### src/kli_pkg.sv
package kli_pkg;
  // ----------------------------------------
  // Register map and field layout
  // ----------------------------------------
  localparam int KLI_LINES = 8;
  localparam logic [7:0] KLI_ADDR_LEVEL = 8'h9C;
  localparam logic [7:0] KLI_ADDR_ENABLE = 8'h9D;
  localparam logic [7:0] KLI_ADDR_FLAGS = 8'h9E;
  localparam logic [7:0] KLI_RESET_VALUE = 8'h00;
  localparam int KLI_SYNC_STAGES = 2;
endpackage

### src/kli_if.sv
`timescale 1ns/100ps
// ----------------------------------------
// Per-line detection carrier
// ----------------------------------------
interface kli_det_if;
  logic [7:0] line_sync;
  logic [7:0] level_sel;
  logic [7:0] hit;
  modport det (input line_sync, input level_sel, output hit);
  modport ctl (output line_sync, output level_sel, input hit);
endinterface

### src/kli_detect.sv
`timescale 1ns/100ps
// ----------------------------------------
// Level comparator, one per line
// ----------------------------------------
module kli_detect
  import kli_pkg::*;
(
  kli_det_if.det det // Sync lines in, hits out
);
  genvar g;
  // Match each line against its selected level
  generate
    for (g = 0; g < KLI_LINES; g++) begin : g_line
      assign det.hit[g] = (det.line_sync[g] == det.level_sel[g]);
    end
  endgenerate
endmodule

### src/kli_top.sv
`timescale 1ns/100ps
// ----------------------------------------
// Keypad level interrupt controller
// ----------------------------------------
module kli_top
  import kli_pkg::*;
(
  input wire logic clock, // 20 MHz clock
  input wire logic reset_n, // Async reset, active low
  input wire logic [7:0] keypad_input_port, // Port lines in
  input wire logic [7:0] sfr_addr, // Register address
  input wire logic sfr_wr, // Write strobe
  input wire logic sfr_rd, // Read strobe
  input wire logic [7:0] sfr_wdata, // Write data
  input wire logic keypad_global_irq_enable, // Global enable bit
  input wire logic idle_set, // Core sets idle bit
  input wire logic irq_ack, // Core took an interrupt
  output logic [7:0] sfr_rdata, // Read data, registered
  output logic sfr_hit, // Address hit, registered
  output logic key_irq, // Combined request
  output logic wake_req, // Wake from idle or power-down
  output logic idle_request_bit, // Idle mode bit
  output logic [7:0] key_line_enable_alias // Lines owned by keypad
);
  // ----------------------------------------
  // State
  // ----------------------------------------
  logic [7:0] sync1_r, sync2_r;
  logic [7:0] key_level_select_r, key_level_select_nxt;
  logic [7:0] key_line_enable_r, key_line_enable_nxt;
  logic [7:0] key_line_flags_r, key_line_flags_nxt;
  logic [7:0] rdata_r, rdata_nxt;
  logic hit_r, hit_nxt, irq_r, irq_nxt, wake_r, wake_nxt, idle_r, idle_nxt;
  logic [7:0] en_out_r;
  logic req_now;
  logic [1:0] warm_r, warm_nxt;
  logic [7:0] det_hit;

  kli_det_if det_if ();

  // Address decode used by read and write paths
  function automatic logic is_reg(input logic [7:0] a, input logic [7:0] ref_a);
    return a == ref_a;
  endfunction

  // Two-stage input synchroniser
  always_ff @(posedge clock or negedge reset_n) begin
    if (!reset_n) begin
      sync1_r <= KLI_RESET_VALUE;
      sync2_r <= KLI_RESET_VALUE;
    end else begin
      sync1_r <= keypad_input_port;
      sync2_r <= sync1_r;
    end
  end

  assign det_if.line_sync = sync2_r;
  assign det_if.level_sel = key_level_select_r;

  // ----------------------------------------
  // Synchroniser warm-up
  // ----------------------------------------
  // Shift in ones until both sync stages hold pin samples
  always_comb begin
    warm_nxt = {warm_r[0], 1'b1};
  end

  // Warm-up register, cleared by reset
  always_ff @(posedge clock or negedge reset_n) begin
    if (!reset_n) begin
      warm_r <= 2'b00;
    end else begin
      warm_r <= warm_nxt;
    end
  end

  // Reset contents of the sync flops would look like a low level on every line
  assign det_hit = det_if.hit & {KLI_LINES{warm_r[1]}};

  kli_detect u_detect (
    .det(det_if)
  );

  // Combined request from latched flags
  assign req_now = keypad_global_irq_enable &
    (|(key_line_flags_r & key_line_enable_r));

  // Next register, flag and output values
  always_comb begin
    key_level_select_nxt = key_level_select_r;
    key_line_enable_nxt = key_line_enable_r;
    key_line_flags_nxt = key_line_flags_r;
    rdata_nxt = 8'h00;
    hit_nxt = 1'b0;
    if (sfr_wr && is_reg(sfr_addr, KLI_ADDR_LEVEL))
      key_level_select_nxt = sfr_wdata;
    if (sfr_wr && is_reg(sfr_addr, KLI_ADDR_ENABLE))
      key_line_enable_nxt = sfr_wdata;
    if (sfr_rd) begin
      if (is_reg(sfr_addr, KLI_ADDR_LEVEL)) begin
        rdata_nxt = key_level_select_r;
        hit_nxt = 1'b1;
      end else if (is_reg(sfr_addr, KLI_ADDR_ENABLE)) begin
        rdata_nxt = key_line_enable_r;
        hit_nxt = 1'b1;
      end else if (is_reg(sfr_addr, KLI_ADDR_FLAGS)) begin
        rdata_nxt = key_line_flags_r;
        hit_nxt = 1'b1;
        key_line_flags_nxt = 8'h00;
      end
    end
    // New detection sets, winning over a clearing read
    key_line_flags_nxt = key_line_flags_nxt | det_hit;
    irq_nxt = req_now;
    wake_nxt = req_now;
    idle_nxt = idle_r;
    if (idle_set)
      idle_nxt = 1'b1;
    if (irq_ack || req_now)
      idle_nxt = 1'b0;
  end

  // Register stage
  always_ff @(posedge clock or negedge reset_n) begin
    if (!reset_n) begin
      key_level_select_r <= KLI_RESET_VALUE;
      key_line_enable_r <= KLI_RESET_VALUE;
      key_line_flags_r <= KLI_RESET_VALUE;
      rdata_r <= 8'h00;
      hit_r <= 1'b0;
      irq_r <= 1'b0;
      wake_r <= 1'b0;
      idle_r <= 1'b0;
      en_out_r <= 8'h00;
    end else begin
      key_level_select_r <= key_level_select_nxt;
      key_line_enable_r <= key_line_enable_nxt;
      key_line_flags_r <= key_line_flags_nxt;
      rdata_r <= rdata_nxt;
      hit_r <= hit_nxt;
      irq_r <= irq_nxt;
      wake_r <= wake_nxt;
      idle_r <= idle_nxt;
      en_out_r <= key_line_enable_nxt;
    end
  end

  assign sfr_rdata = rdata_r;
  assign sfr_hit = hit_r;
  assign key_irq = irq_r;
  assign wake_req = wake_r;
  assign idle_request_bit = idle_r;
  assign key_line_enable_alias = en_out_r;

  // ----------------------------------------
  // Checks
  // ----------------------------------------
  flag_read_clear_a: assert property (@(posedge clock) disable iff (!reset_n)
    (sfr_rd && sfr_addr == KLI_ADDR_FLAGS && det_hit == 8'h00)
      |=> key_line_flags_r == 8'h00)
    else $error("flag read did not clear flags");
  flag_set_wins_a: assert property (@(posedge clock) disable iff (!reset_n)
    ((det_hit & 8'h01) != 8'h00) |=> key_line_flags_r[0])
    else $error("detection lost on flag 0");
  irq_combine_a: assert property (@(posedge clock) disable iff (!reset_n)
    key_irq == $past(req_now))
    else $error("request mismatch");
  irq_global_gate_a: assert property (@(posedge clock) disable iff (!reset_n)
    !keypad_global_irq_enable |=> !key_irq)
    else $error("request without global enable");
  irq_masked_a: assert property (@(posedge clock) disable iff (!reset_n)
    (key_line_enable_r == 8'h00) |=> !key_irq)
    else $error("request with all lines disabled");
  level_low_a: assert property (@(posedge clock) disable iff (!reset_n)
    (warm_r[1] && !key_level_select_r[0] && !sync2_r[0]) |=> key_line_flags_r[0])
    else $error("low level not flagged");
  level_high_a: assert property (@(posedge clock) disable iff (!reset_n)
    (warm_r[1] && key_level_select_r[1] && sync2_r[1]) |=> key_line_flags_r[1])
    else $error("high level not flagged");
  idle_exit_a: assert property (@(posedge clock) disable iff (!reset_n)
    req_now |=> !idle_request_bit)
    else $error("idle not cleared by request");
  wake_follow_a: assert property (@(posedge clock) disable iff (!reset_n)
    $rose(key_irq) |-> wake_req)
    else $error("wake missing");

  // ----------------------------------------
  // Synchroniser and register checks
  // ----------------------------------------
  // Second stage follows the first
  sync_pipe_a: assert property (@(posedge clock) disable iff (!reset_n)
    sync2_r == $past(sync1_r))
    else $error("sync stage skipped");
  // Level select write lands next cycle
  level_write_a: assert property (@(posedge clock) disable iff (!reset_n)
    (sfr_wr && sfr_addr == KLI_ADDR_LEVEL) |=> key_level_select_r == $past(sfr_wdata))
    else $error("level select write lost");
  // Enable write lands next cycle
  enable_write_a: assert property (@(posedge clock) disable iff (!reset_n)
    (sfr_wr && sfr_addr == KLI_ADDR_ENABLE) |=> key_line_enable_r == $past(sfr_wdata))
    else $error("enable write lost");
  // Pin ownership copy follows enable writes
  alias_write_a: assert property (@(posedge clock) disable iff (!reset_n)
    (sfr_wr && sfr_addr == KLI_ADDR_ENABLE) |=> key_line_enable_alias == $past(sfr_wdata))
    else $error("pin owner copy lost");
  // Flag register ignores writes
  flags_ro_a: assert property (@(posedge clock) disable iff (!reset_n)
    (sfr_wr && !sfr_rd && sfr_addr == KLI_ADDR_FLAGS)
      |=> key_line_flags_r == ($past(key_line_flags_r) | $past(det_hit)))
    else $error("flag register written");
  // Flags only accumulate between reads
  flags_hold_a: assert property (@(posedge clock) disable iff (!reset_n)
    !(sfr_rd && sfr_addr == KLI_ADDR_FLAGS)
      |=> key_line_flags_r == ($past(key_line_flags_r) | $past(det_hit)))
    else $error("flag changed without read");
  // A read leaves only fresh detections
  flags_after_rd_a: assert property (@(posedge clock) disable iff (!reset_n)
    (sfr_rd && sfr_addr == KLI_ADDR_FLAGS) |=> key_line_flags_r == $past(det_hit))
    else $error("flags after read wrong");

  // ----------------------------------------
  // Read path checks
  // ----------------------------------------
  // Level select read back
  read_level_a: assert property (@(posedge clock) disable iff (!reset_n)
    (sfr_rd && sfr_addr == KLI_ADDR_LEVEL)
      |=> (sfr_hit && sfr_rdata == $past(key_level_select_r)))
    else $error("level select read wrong");
  // Enable read back
  read_enable_a: assert property (@(posedge clock) disable iff (!reset_n)
    (sfr_rd && sfr_addr == KLI_ADDR_ENABLE)
      |=> (sfr_hit && sfr_rdata == $past(key_line_enable_r)))
    else $error("enable read wrong");
  // Flag read returns flags before clearing
  read_flags_a: assert property (@(posedge clock) disable iff (!reset_n)
    (sfr_rd && sfr_addr == KLI_ADDR_FLAGS)
      |=> (sfr_hit && sfr_rdata == $past(key_line_flags_r)))
    else $error("flag read wrong");
  // Bus quiet without a read
  read_quiet_a: assert property (@(posedge clock) disable iff (!reset_n)
    !sfr_rd |=> (!sfr_hit && sfr_rdata == 8'h00))
    else $error("read data without read");
  // Unmapped reads give nothing
  read_unmapped_a: assert property (@(posedge clock) disable iff (!reset_n)
    (sfr_rd && sfr_addr != KLI_ADDR_LEVEL && sfr_addr != KLI_ADDR_ENABLE
      && sfr_addr != KLI_ADDR_FLAGS) |=> (!sfr_hit && sfr_rdata == 8'h00))
    else $error("unmapped read answered");

  // ----------------------------------------
  // Request and idle checks
  // ----------------------------------------
  // No request without an enabled flag
  irq_no_flag_a: assert property (@(posedge clock) disable iff (!reset_n)
    ((key_line_flags_r & key_line_enable_r) == 8'h00) |=> !key_irq)
    else $error("request without enabled flag");
  // Any enabled flag raises the shared request while the global enable is set
  irq_any_line_a: assert property (@(posedge clock) disable iff (!reset_n)
    (keypad_global_irq_enable && (key_line_flags_r & key_line_enable_r) != 8'h00)
      |=> key_irq)
    else $error("enabled flag gave no request");
  // Wake follows the request
  wake_req_a: assert property (@(posedge clock) disable iff (!reset_n)
    req_now |=> wake_req)
    else $error("wake not raised");
  // Core sets the idle bit
  idle_set_a: assert property (@(posedge clock) disable iff (!reset_n)
    (idle_set && !irq_ack && !req_now) |=> idle_request_bit)
    else $error("idle bit not set");
  // Idle bit holds without cause
  idle_hold_a: assert property (@(posedge clock) disable iff (!reset_n)
    (!idle_set && !irq_ack && !req_now) |=> idle_request_bit == $past(idle_request_bit))
    else $error("idle bit moved");
  // Any taken interrupt ends idle
  idle_ack_a: assert property (@(posedge clock) disable iff (!reset_n)
    irq_ack |=> !idle_request_bit)
    else $error("idle not cleared by ack");

  // ----------------------------------------
  // Per-line checks
  // ----------------------------------------
  genvar k;
  // Each line flags its programmed level and never sets on its own
  generate
    for (k = 0; k < KLI_LINES; k++) begin : g_chk
      line_match_a: assert property (@(posedge clock) disable iff (!reset_n)
        (warm_r[1] && sync2_r[k] == key_level_select_r[k]) |=> key_line_flags_r[k])
        else $error("line level not flagged");
      line_quiet_a: assert property (@(posedge clock) disable iff (!reset_n)
        (!det_hit[k] && !key_line_flags_r[k]) |=> !key_line_flags_r[k])
        else $error("flag set without level");
    end
  endgenerate
endmodule

### config.mk
export PLATFORM = sky130hd
export DESIGN_NAME = kli_top
export DESIGN_NICKNAME = d
export VERILOG_FILES = /design/src/kli_pkg.sv /design/src/kli_if.sv /design/src/kli_detect.sv /design/src/kli_top.sv
export SDC_FILE = /design/constraint.sdc
export NUM_CORES = 1
export LEC_CHECK = 0
export BUFFER_PORTS_ARGS = -buffer_cell sky130_fd_sc_hd__buf_2
export CAP_MARGIN = 20
export CORE_MARGIN = 3
export CORE_UTILIZATION = 30
export CTS_BUF_LIST = sky130_fd_sc_hd__clkbuf_16
export CTS_CLUSTER_DIAMETER = 30
export DETAILED_ROUTE_END_ITERATION = 6
export SLEW_MARGIN = 5
export SYNTH_ARGS = -nofsm -noshare
export SYNTH_HDL_FRONTEND = slang
export SYNTH_HIERARCHICAL = 1
export SYNTH_SLANG_ARGS = --single-unit
export TNS_END_PERCENT = 20
### constraint.sdc
create_clock -name clock -period 3.05 [get_ports clock]
set_clock_uncertainty 0.2 [all_clocks]
set_input_delay 0.61 -clock clock [delete_from_list [all_inputs] [get_ports clock]]
set_output_delay 0.61 -clock clock [all_outputs]
set_load 0.02 [all_outputs]
* Word level (Yosys, flattened, before mapping)
Cells that the tools add are included.
** Cells by class
- Reduce and logical (&&, ||, !) cells :: 5
- Bitwise gates (word level) :: 4
- Eq/ne operators :: 11
- Multiplexer cells :: 14
** Operators with widths (number)
- $mux 8 :: 8
- $eq 8x8->1 const B :: 3
- $and 8x8->8 :: 2
- $eq 1x1->1 :: 8
- $or 8x8->8 :: 1
- $reduce_or 8->1 :: 1
- $mux 1 :: 6
- $logic_and 1x1->1 :: 2
- $reduce_bool 2->1 :: 1
- $and 1x1->1 :: 1
- $logic_or 1x1->1 :: 1
** Word-level totals
- Bits in registers :: 53
- Output and inout port bits :: 20
- Word-level logic and storage cells :: 44

* Logic depth before layout (Yosys ltp)
Gate-level depths: netlist of run 1.
- Depth after elaboration :: 6
- Gate-level depth with buffers :: 5
- Gate-level depth less buffers :: 3

* Cells and area by module
The synthesis of run 1 kept the hierarchy.
** Modules (own cells, without submodules)
- kli_top :: cells an instance 127, area an instance 1970.6 µm², instances 1, seq. area each 1326.3 µm²
- kli_detect :: cells an instance 8, area an instance 70.1 µm², instances 1, seq. area each 0.0 µm²

* Worst setup path before layout of run 1
OpenSTA, ideal clock, no wires.
- Path type :: in2reg
- Start point :: in sfr_addr[5]
- End point :: reg en_out_r[0] (netlist: key_line_enable_alias[0])
- Data arrival time :: 1601 ps
- Path buffers :: 1
- Stages on the path :: 4
- Required time :: 2725 ps
- Slack :: 1124 ps
- Path through :: nand4bb_2 -> or3_1 -> buf_6 -> mux2_4
** Between the ends
- Word-level cells in the longest chain between the ends :: 2
** Ends and longest elaborated chain
- from (decl) :: line kli_top.sv:11 : input wire logic [7:0] sfr_addr,
- $eq 8x8->1 :: line kli_top.sv:43 : return a == ref_a;
- $logic_and 1x1->1 :: line kli_top.sv:97 : if (sfr_wr && is_reg(sfr_addr, KLI_ADDR_ENABLE))
- to (signal assigned) :: line kli_top.sv:144 : en_out_r <= key_line_enable_nxt;
- to (decl) :: line kli_top.sv:34 : logic [7:0] en_out_r;
Every way passes these cells.
A chain may end at the register's enable or synchronous reset.

* Worst setup path in the final report of run 1
- Start point :: in sfr_addr[1]
- End point :: reg en_out_r[6] (netlist: key_line_enable_alias[6])
The elaborated chain is that of the path after synthesis.

==> impl_metrics.tcl, run 1 <==
set metrics [dict create \
    yosys.cell_types.count 27 \
    boundaryPins 51 \
    vdd_drop_max_mv 0.244 \
    num_antenna_cells 0 \
    status "finished clean" \
    core-area_sq_um 6460 \
    p_leak_nw 1.28 \
    cts.repair.resized 0 \
    cts_max_level 2 \
    grt_overflow_total 0 \
    worstMarginPinSlew_ns 0.588 \
    swShare_pct 20.9 \
    switching_power_w 0.000309 \
    tns_ns 0 \
    drive_gt1_share_pct 41.1 \
    antenna_left 0 \
    vias 1254 \
    syn_avg_cell_area_sq_um 15.1 \
    wirelength_um 4240 \
    path_class "primary input to register" \
    clockBufferDepth 2 \
    grt_pass1_wl_um 6530 \
    cts-root-buf "clkbuf_16" \
    clockPowerShare_pct 41.3 \
    cp-end-kind "register" \
    synthesis.nets 166 \
    dieArea_sq_um 7830 \
    cp_data_required_time_ns 3.02 \
    ys_ff_latch 53 \
    cap_violations 0 \
    relSlewSlack_pct 60.8 \
    dieWidth_um 88.5 \
    critPathLaunchType "primary input" \
    setup-violations-final 0 \
    cts_buffers 5 \
    first_iter_violations 42 \
    rsz0062_at_grt "no" \
    start_util_pct 31.6 \
    finalPower_w 0.00148 \
    path_max_fanout 11 \
    ys.flop_type "dfrtp_1" \
    cellPowerDensity_nw_per_um2 584 \
    grt_max_degree 35 \
    fin_crit_sh_pct 67.5 \
    min_period_ns 2.06 \
    cts_tree "done" \
    syn_to_final_growth_pct 23.9 \
    routed_via_density 4.70 \
    clkTransAtPathRegs_ns 0.06 \
    yosysSeqAreaShare_pct 65.0 \
    dr.pass1.iters 2 \
    ctsHoldBuffers 0 \
    power_frac_comb_pct 8.1 \
    postCtsSetupBuffers 0 \
    synthCells 135 \
    clk_latency_ns 0.28 \
    slew_viol_final 0 \
    synth_edf_count 0 \
    chipHeight_um 88.5 \
    hold_class "primary input to async pin" \
    intPower_w 0.00117 \
    synth_area_sq_um 2040 \
    layout_commonest_cell "dfrtp_1" \
    dpl.hpwl_um 3080 \
    seqPwrFrac_pct 50.7 \
    ff2ff_path_depth 3 \
    grt_use_total_pct 11.5 \
    grt_pass1_vias 1217 \
    route.detailed.drc 0 \
    synthArstFlopShare_pct 100 \
    cp-startpoint "sfr_addr[1]" \
    final_nets 220 \
    hold_viol 0 \
    globalplace.congestion 0.730 \
    placementRows 29 \
    cts_sinks 53 \
    antenna_found_initial 0 \
    layout_common_cells "dfrtp_1 (53), buf_2 (50), nor2_1 (9)" \
    numPortBuffers 50 \
    timing.fmax_mhz 486 \
    hold_slack_ns 0.0591 \
    post_drt_wl_per_cell_um 15.9 \
    yosys_warnings 6 \
    r2r_start "key_line_enable_alias[5]$_DFFE_PN0P_" \
    critPathArrivalTime_ns 2.03 \
]
[logic make-up (layout without fill, tap and decap cells)]
kind of cell	count (synthesis)	after routing	share of synthesized area, %
buffers and inverters	8	63	2.51
flip-flops	53	53	65.0
XOR/XNOR	8	8	3.43
AO/OA/AOI/OAI	22	22	9.01
AND/OR/NAND/NOR	19	19	5.64
multiplexers	24	24	14.2
other	1	1	0.184
[worst max-delay path, cell delays in order]
cell and delay, ns:
buf_2 0.17, nand4bb_2 0.26, or3_1 0.59, mux2_4 0.39
[Yosys cell counts, types with 2 or more instances]
master | n | share of area, %
a22oi_1 | 4 | 1.5
buf_6 | 2 | 1.1
mux2_4 | 8 | 5.9
dfrtp_1 | 53 | 65
nor2_1 | 9 | 1.7
buf_2 | 2 | 0.49
mux2i_1 | 8 | 3.9
xnor2_1 | 8 | 3.4
a2bb2oi_1 | 8 | 3.4
inv_1 | 2 | 0.37
a22o_1 | 8 | 3.4
mux2_2 | 8 | 4.4
[state kept, by name, indices dropped and copies added (netlist names)]
signal / count
key_line_flags_r: 8
sfr_hit: 1
key_line_enable_alias: 8
det_if.level_sel: 8
det_if.line_sync: 8
warm_r: 2
sync1_r: 8
idle_request_bit: 1
sfr_rdata: 8
wake_req: 1
[stage by stage]
stage / utilization [%] / cells / setup WS [ns] / cell area, sq um
floorplan: - / 135 / 1.12 / 2040
global placement: 36.6 / 259 / 0.728 / 2370
detailed placement: 36.6 / 259 / 0.704 / 2370
CTS: 39.2 / 267 / 1.01 / 2530
global route: 39.2 / 267 / 0.971 / 2530
finish: 39.2 / 267 / 0.991 / 2530
[cell type report]
class	instances	area (sq um)
repair buffers	53	273
fillers	618	3930
well taps	77	96.3
inverters	2	7.51
clock inverters	3	37.5
clock buffers	5	125
multi-input cells	74	663
flip-flops and latches	53	1330
[path summary, 6_finish.rpt]
check | slack [ns] | end
worst max-delay path | 0.99 | key_line_enable_alias[6]$_DFFE_PN0P_
worst min-delay path | 0.06 | det_if.line_sync[1]$_DFF_PN0_
worst max register to register | 1.64 | idle_request_bit$_DFFE_PN0P_
worst min register to register | 0.15 | det_if.line_sync[4]$_DFF_PN0_
max in group asynchronous | 1.80 | key_line_flags_r[6]$_DFF_PN0_
min in group clock | 0.15 | det_if.line_sync[4]$_DFF_PN0_
[power by group through the flow]
stage / sequential (W) / combinational, W / clock (W)
global route: 0.000751 / 0.000131 / 0.000673
floorplan: 0.000767 / 0.0000592 / 0
global placement: 0.000762 / 0.000119 / 0
finish: 0.000749 / 0.000119 / 0.000610
detailed placement: 0.000762 / 0.000122 / 0
CTS: 0.000749 / 0.000122 / 0.000633
[per-layer routing]
layer / GRT usage [%] / share of wire [%] / vias up
li1: - / - / 588
met1: 16.2 / 47 / 626
met2: 16.9 / 47 / 34
met3: 3.07 / 4.7 / 6
met4: 4.95 / 1.4 / 0
met5: 0 / 0 / -
No activity file was read; power rests on OpenSTA's default activity.
==> run 2, diff against run 1 <==
ABC_AREA = 1   (was unset)
clock period = 2 ns   (was 3.05 ns; I/O delays follow)
==> impl_metrics.tcl, run 2 <==
set metrics [dict create \
    status "finished clean" \
    dieWidth_um 95.2 \
    reg2reg_to "idle_request_bit$_DFFE_PN0P_" \
    cts_sinks 53 \
    start_util_pct 31.9 \
    p_leak_nw 1.77 \
    crit_slowest_cell "dfrtp_1" \
    final_nets 363 \
    hold_depth 1 \
    timing.fmax_mhz 660 \
    postCtsSetupBuffers 0 \
    clockBufferDepth 2 \
    synth_edf_count 0 \
    ff2ff_path_depth 5 \
    cp_data_required_time_ns 1.40 \
    placementRows 31 \
    vdd_drop_max_mv 0.409 \
    cts.repair.resized 0 \
    routed_via_density 4.19 \
    cts-root-buf "clkbuf_16" \
    wirelength_um 5000 \
    crit_chain "buf_2" \
    grt_pass1_wl_um 8580 \
    clkTransAtPathRegs_ns 0.07 \
    dp_slack_ns 0.267 \
    cellPowerDensity_nw_per_um2 788 \
    hold_end "sync1_r[1]$_DFF_PN0_" \
    cts_max_level 2 \
    chipHeight_um 95.2 \
    antenna_left 0 \
    syn_to_final_growth_pct 22.5 \
    setup-violations-final 0 \
    num_antenna_cells 0 \
    synth_area_leaders "dfrtp_1 (56%), nand2_1 (16%), inv_1 (7.2%), nand3_1 (6.7%), o21ai_0 (3.1%)" \
    synthArstFlopShare_pct 100 \
    layout_common_cells "nand2_1 (100), dfrtp_1 (53), buf_2 (50)" \
    grt_pass1_vias 1713 \
    hold_class "primary input to register" \
    path_class "register to primary output" \
    worst_path_largest_cell_delay_ns 0.43 \
    tns_ns 0 \
    rsz0062_at_grt "no" \
    cap_violations 0 \
    grt_overflow_total 0 \
    hold_viol 0 \
    r2r_start "key_line_enable_alias[0]$_DFFE_PN0P_" \
    yosysTopAreaCellShare_pct 55.6 \
    dieArea_sq_um 9060 \
    core-area_sq_um 7490 \
    layout_setup_ws_ns 0.484 \
    slew_viol_final 0 \
    grt_use_total_pct 12.5 \
    worst-path-buf-inv 1 \
    synth_largest_area_cell "dfrtp_1" \
    cts_buffers 5 \
    fin_crit_sh_pct 75.8 \
    cts_tree "done" \
    ctsHoldBuffers 1 \
    post_drt_wl_per_cell_um 11.6 \
    critPathArrivalTime_ns 0.92 \
    ys_ff_latch 53 \
    grt_max_degree 54 \
    yosys_warnings 6 \
    synthTopCellsByCount "nand2_1 (100), dfrtp_1 (53), inv_1 (46)" \
    cp_top_family "flip-flops" \
    synthCells 277 \
    synthesis.nets 308 \
    cp-end-kind "primary output" \
    numPortBuffers 50 \
    hold_start "keypad_input_port[1]" \
    boundaryPins 51 \
    drive_gt1_share_pct 22.8 \
    r2r_setup_slack_ns 0.74 \
    synth.most_common_cell "nand2_1" \
    critPathLaunchType "register" \
    clk_latency_ns 0.28 \
    yosysSeqAreaShare_pct 55.6 \
    ys.flop_type "dfrtp_1" \
    globalplace.congestion 0.828 \
    vias 1811 \
    antenna_found_initial 0 \
    synth_area_sq_um 2380 \
    yosys.cell_types.count 22 \
    dpl.hpwl_um 3710 \
    first_iter_violations 158 \
    route.detailed.drc 0 \
    syn_avg_cell_area_sq_um 8.61 \
    dr.pass1.iters 4 \
    path_max_fanout 4 \
    min_period_ns 1.52 \
    final_util_pct 39.0 \
    layout_commonest_cell "nand2_1" \
]
-- run 2: per-layer routing --
| layer | global-route usage, % | up-vias | share of wire (%) |
|---|---|---|---|
| li1 | - | 944 | - |
| met1 | 17.9 | 803 | 47 |
| met2 | 17.7 | 55 | 44 |
| met3 | 3.55 | 9 | 6.8 |
| met4 | 5.17 | 0 | 1.9 |
| met5 | 0 | - | 0 |
-- run 2: final cells by class --
cell class / instances / area, sq um
fillers: 760 / 4570
repair buffers: 54 / 295
clock inverters: 3 / 37.5
multi-input cells: 172 / 840
well taps: 99 / 124
clock buffers: 5 / 125
flip-flops and latches: 53 / 1330
inverters: 46 / 173
-- run 2: how the worst max path moves through the flow --
stage	startpoint	end	slack, ns	depth (start not counted)
3_5_place_dp	sfr_addr[5]	det_if.level_sel[2]$_DFFE_PN0P_	0.27	7
6_report	key_line_enable_alias[7]$_DFFE_PN0P_	key_line_enable_alias[7]	0.48	1
2_1_floorplan	sfr_addr[5]	det_if.level_sel[0]$_DFFE_PN0P_	0.54	7
5_1_grt	key_line_enable_alias[7]$_DFFE_PN0P_	key_line_enable_alias[7]	0.45	1
3_3_place_gp	sfr_addr[5]	sfr_rdata[1]$_DFF_PN0_	0.31	10
4_1_cts	key_line_enable_alias[7]$_DFFE_PN0P_	key_line_enable_alias[7]	0.48	1
-- run 2: per-stage QoR --
stage | hold slack [ns] | instance area (sq um) | total power (W) | std cells
2_1_floorplan | -0.0956 | 2380 | 0.00129 | 277
3_3_place_gp | 0.132 | 2750 | 0.00138 | 423
3_5_place_dp | 0.135 | 2750 | 0.00139 | 423
4_1_cts | 0.00596 | 2920 | 0.00234 | 432
5_1_grt | 0.00407 | 2920 | 0.00243 | 432
6_report | 0.0149 | 2920 | 0.00230 | 432
-- run 2: logic make-up (layout without fill, tap and decap cells) --
| kind of cell | count (synthesis) | count (layout) | synth area share [%] |
|---|---|---|---|
| flip-flops | 53 | 53 | 55.6 |
| AO/OA/AOI/OAI | 20 | 20 | 4.72 |
| AND/OR/NAND/NOR | 151 | 151 | 30.3 |
| other | 1 | 1 | 0.157 |
| buffers and inverters | 52 | 108 | 9.18 |
-- run 2: report_power, final --
part	internal (W)	switching, W
clock	0.000582	0.000356
combinational	0.0000772	0.000138
sequential	0.00112	0.0000318
total	0.00178	0.000526
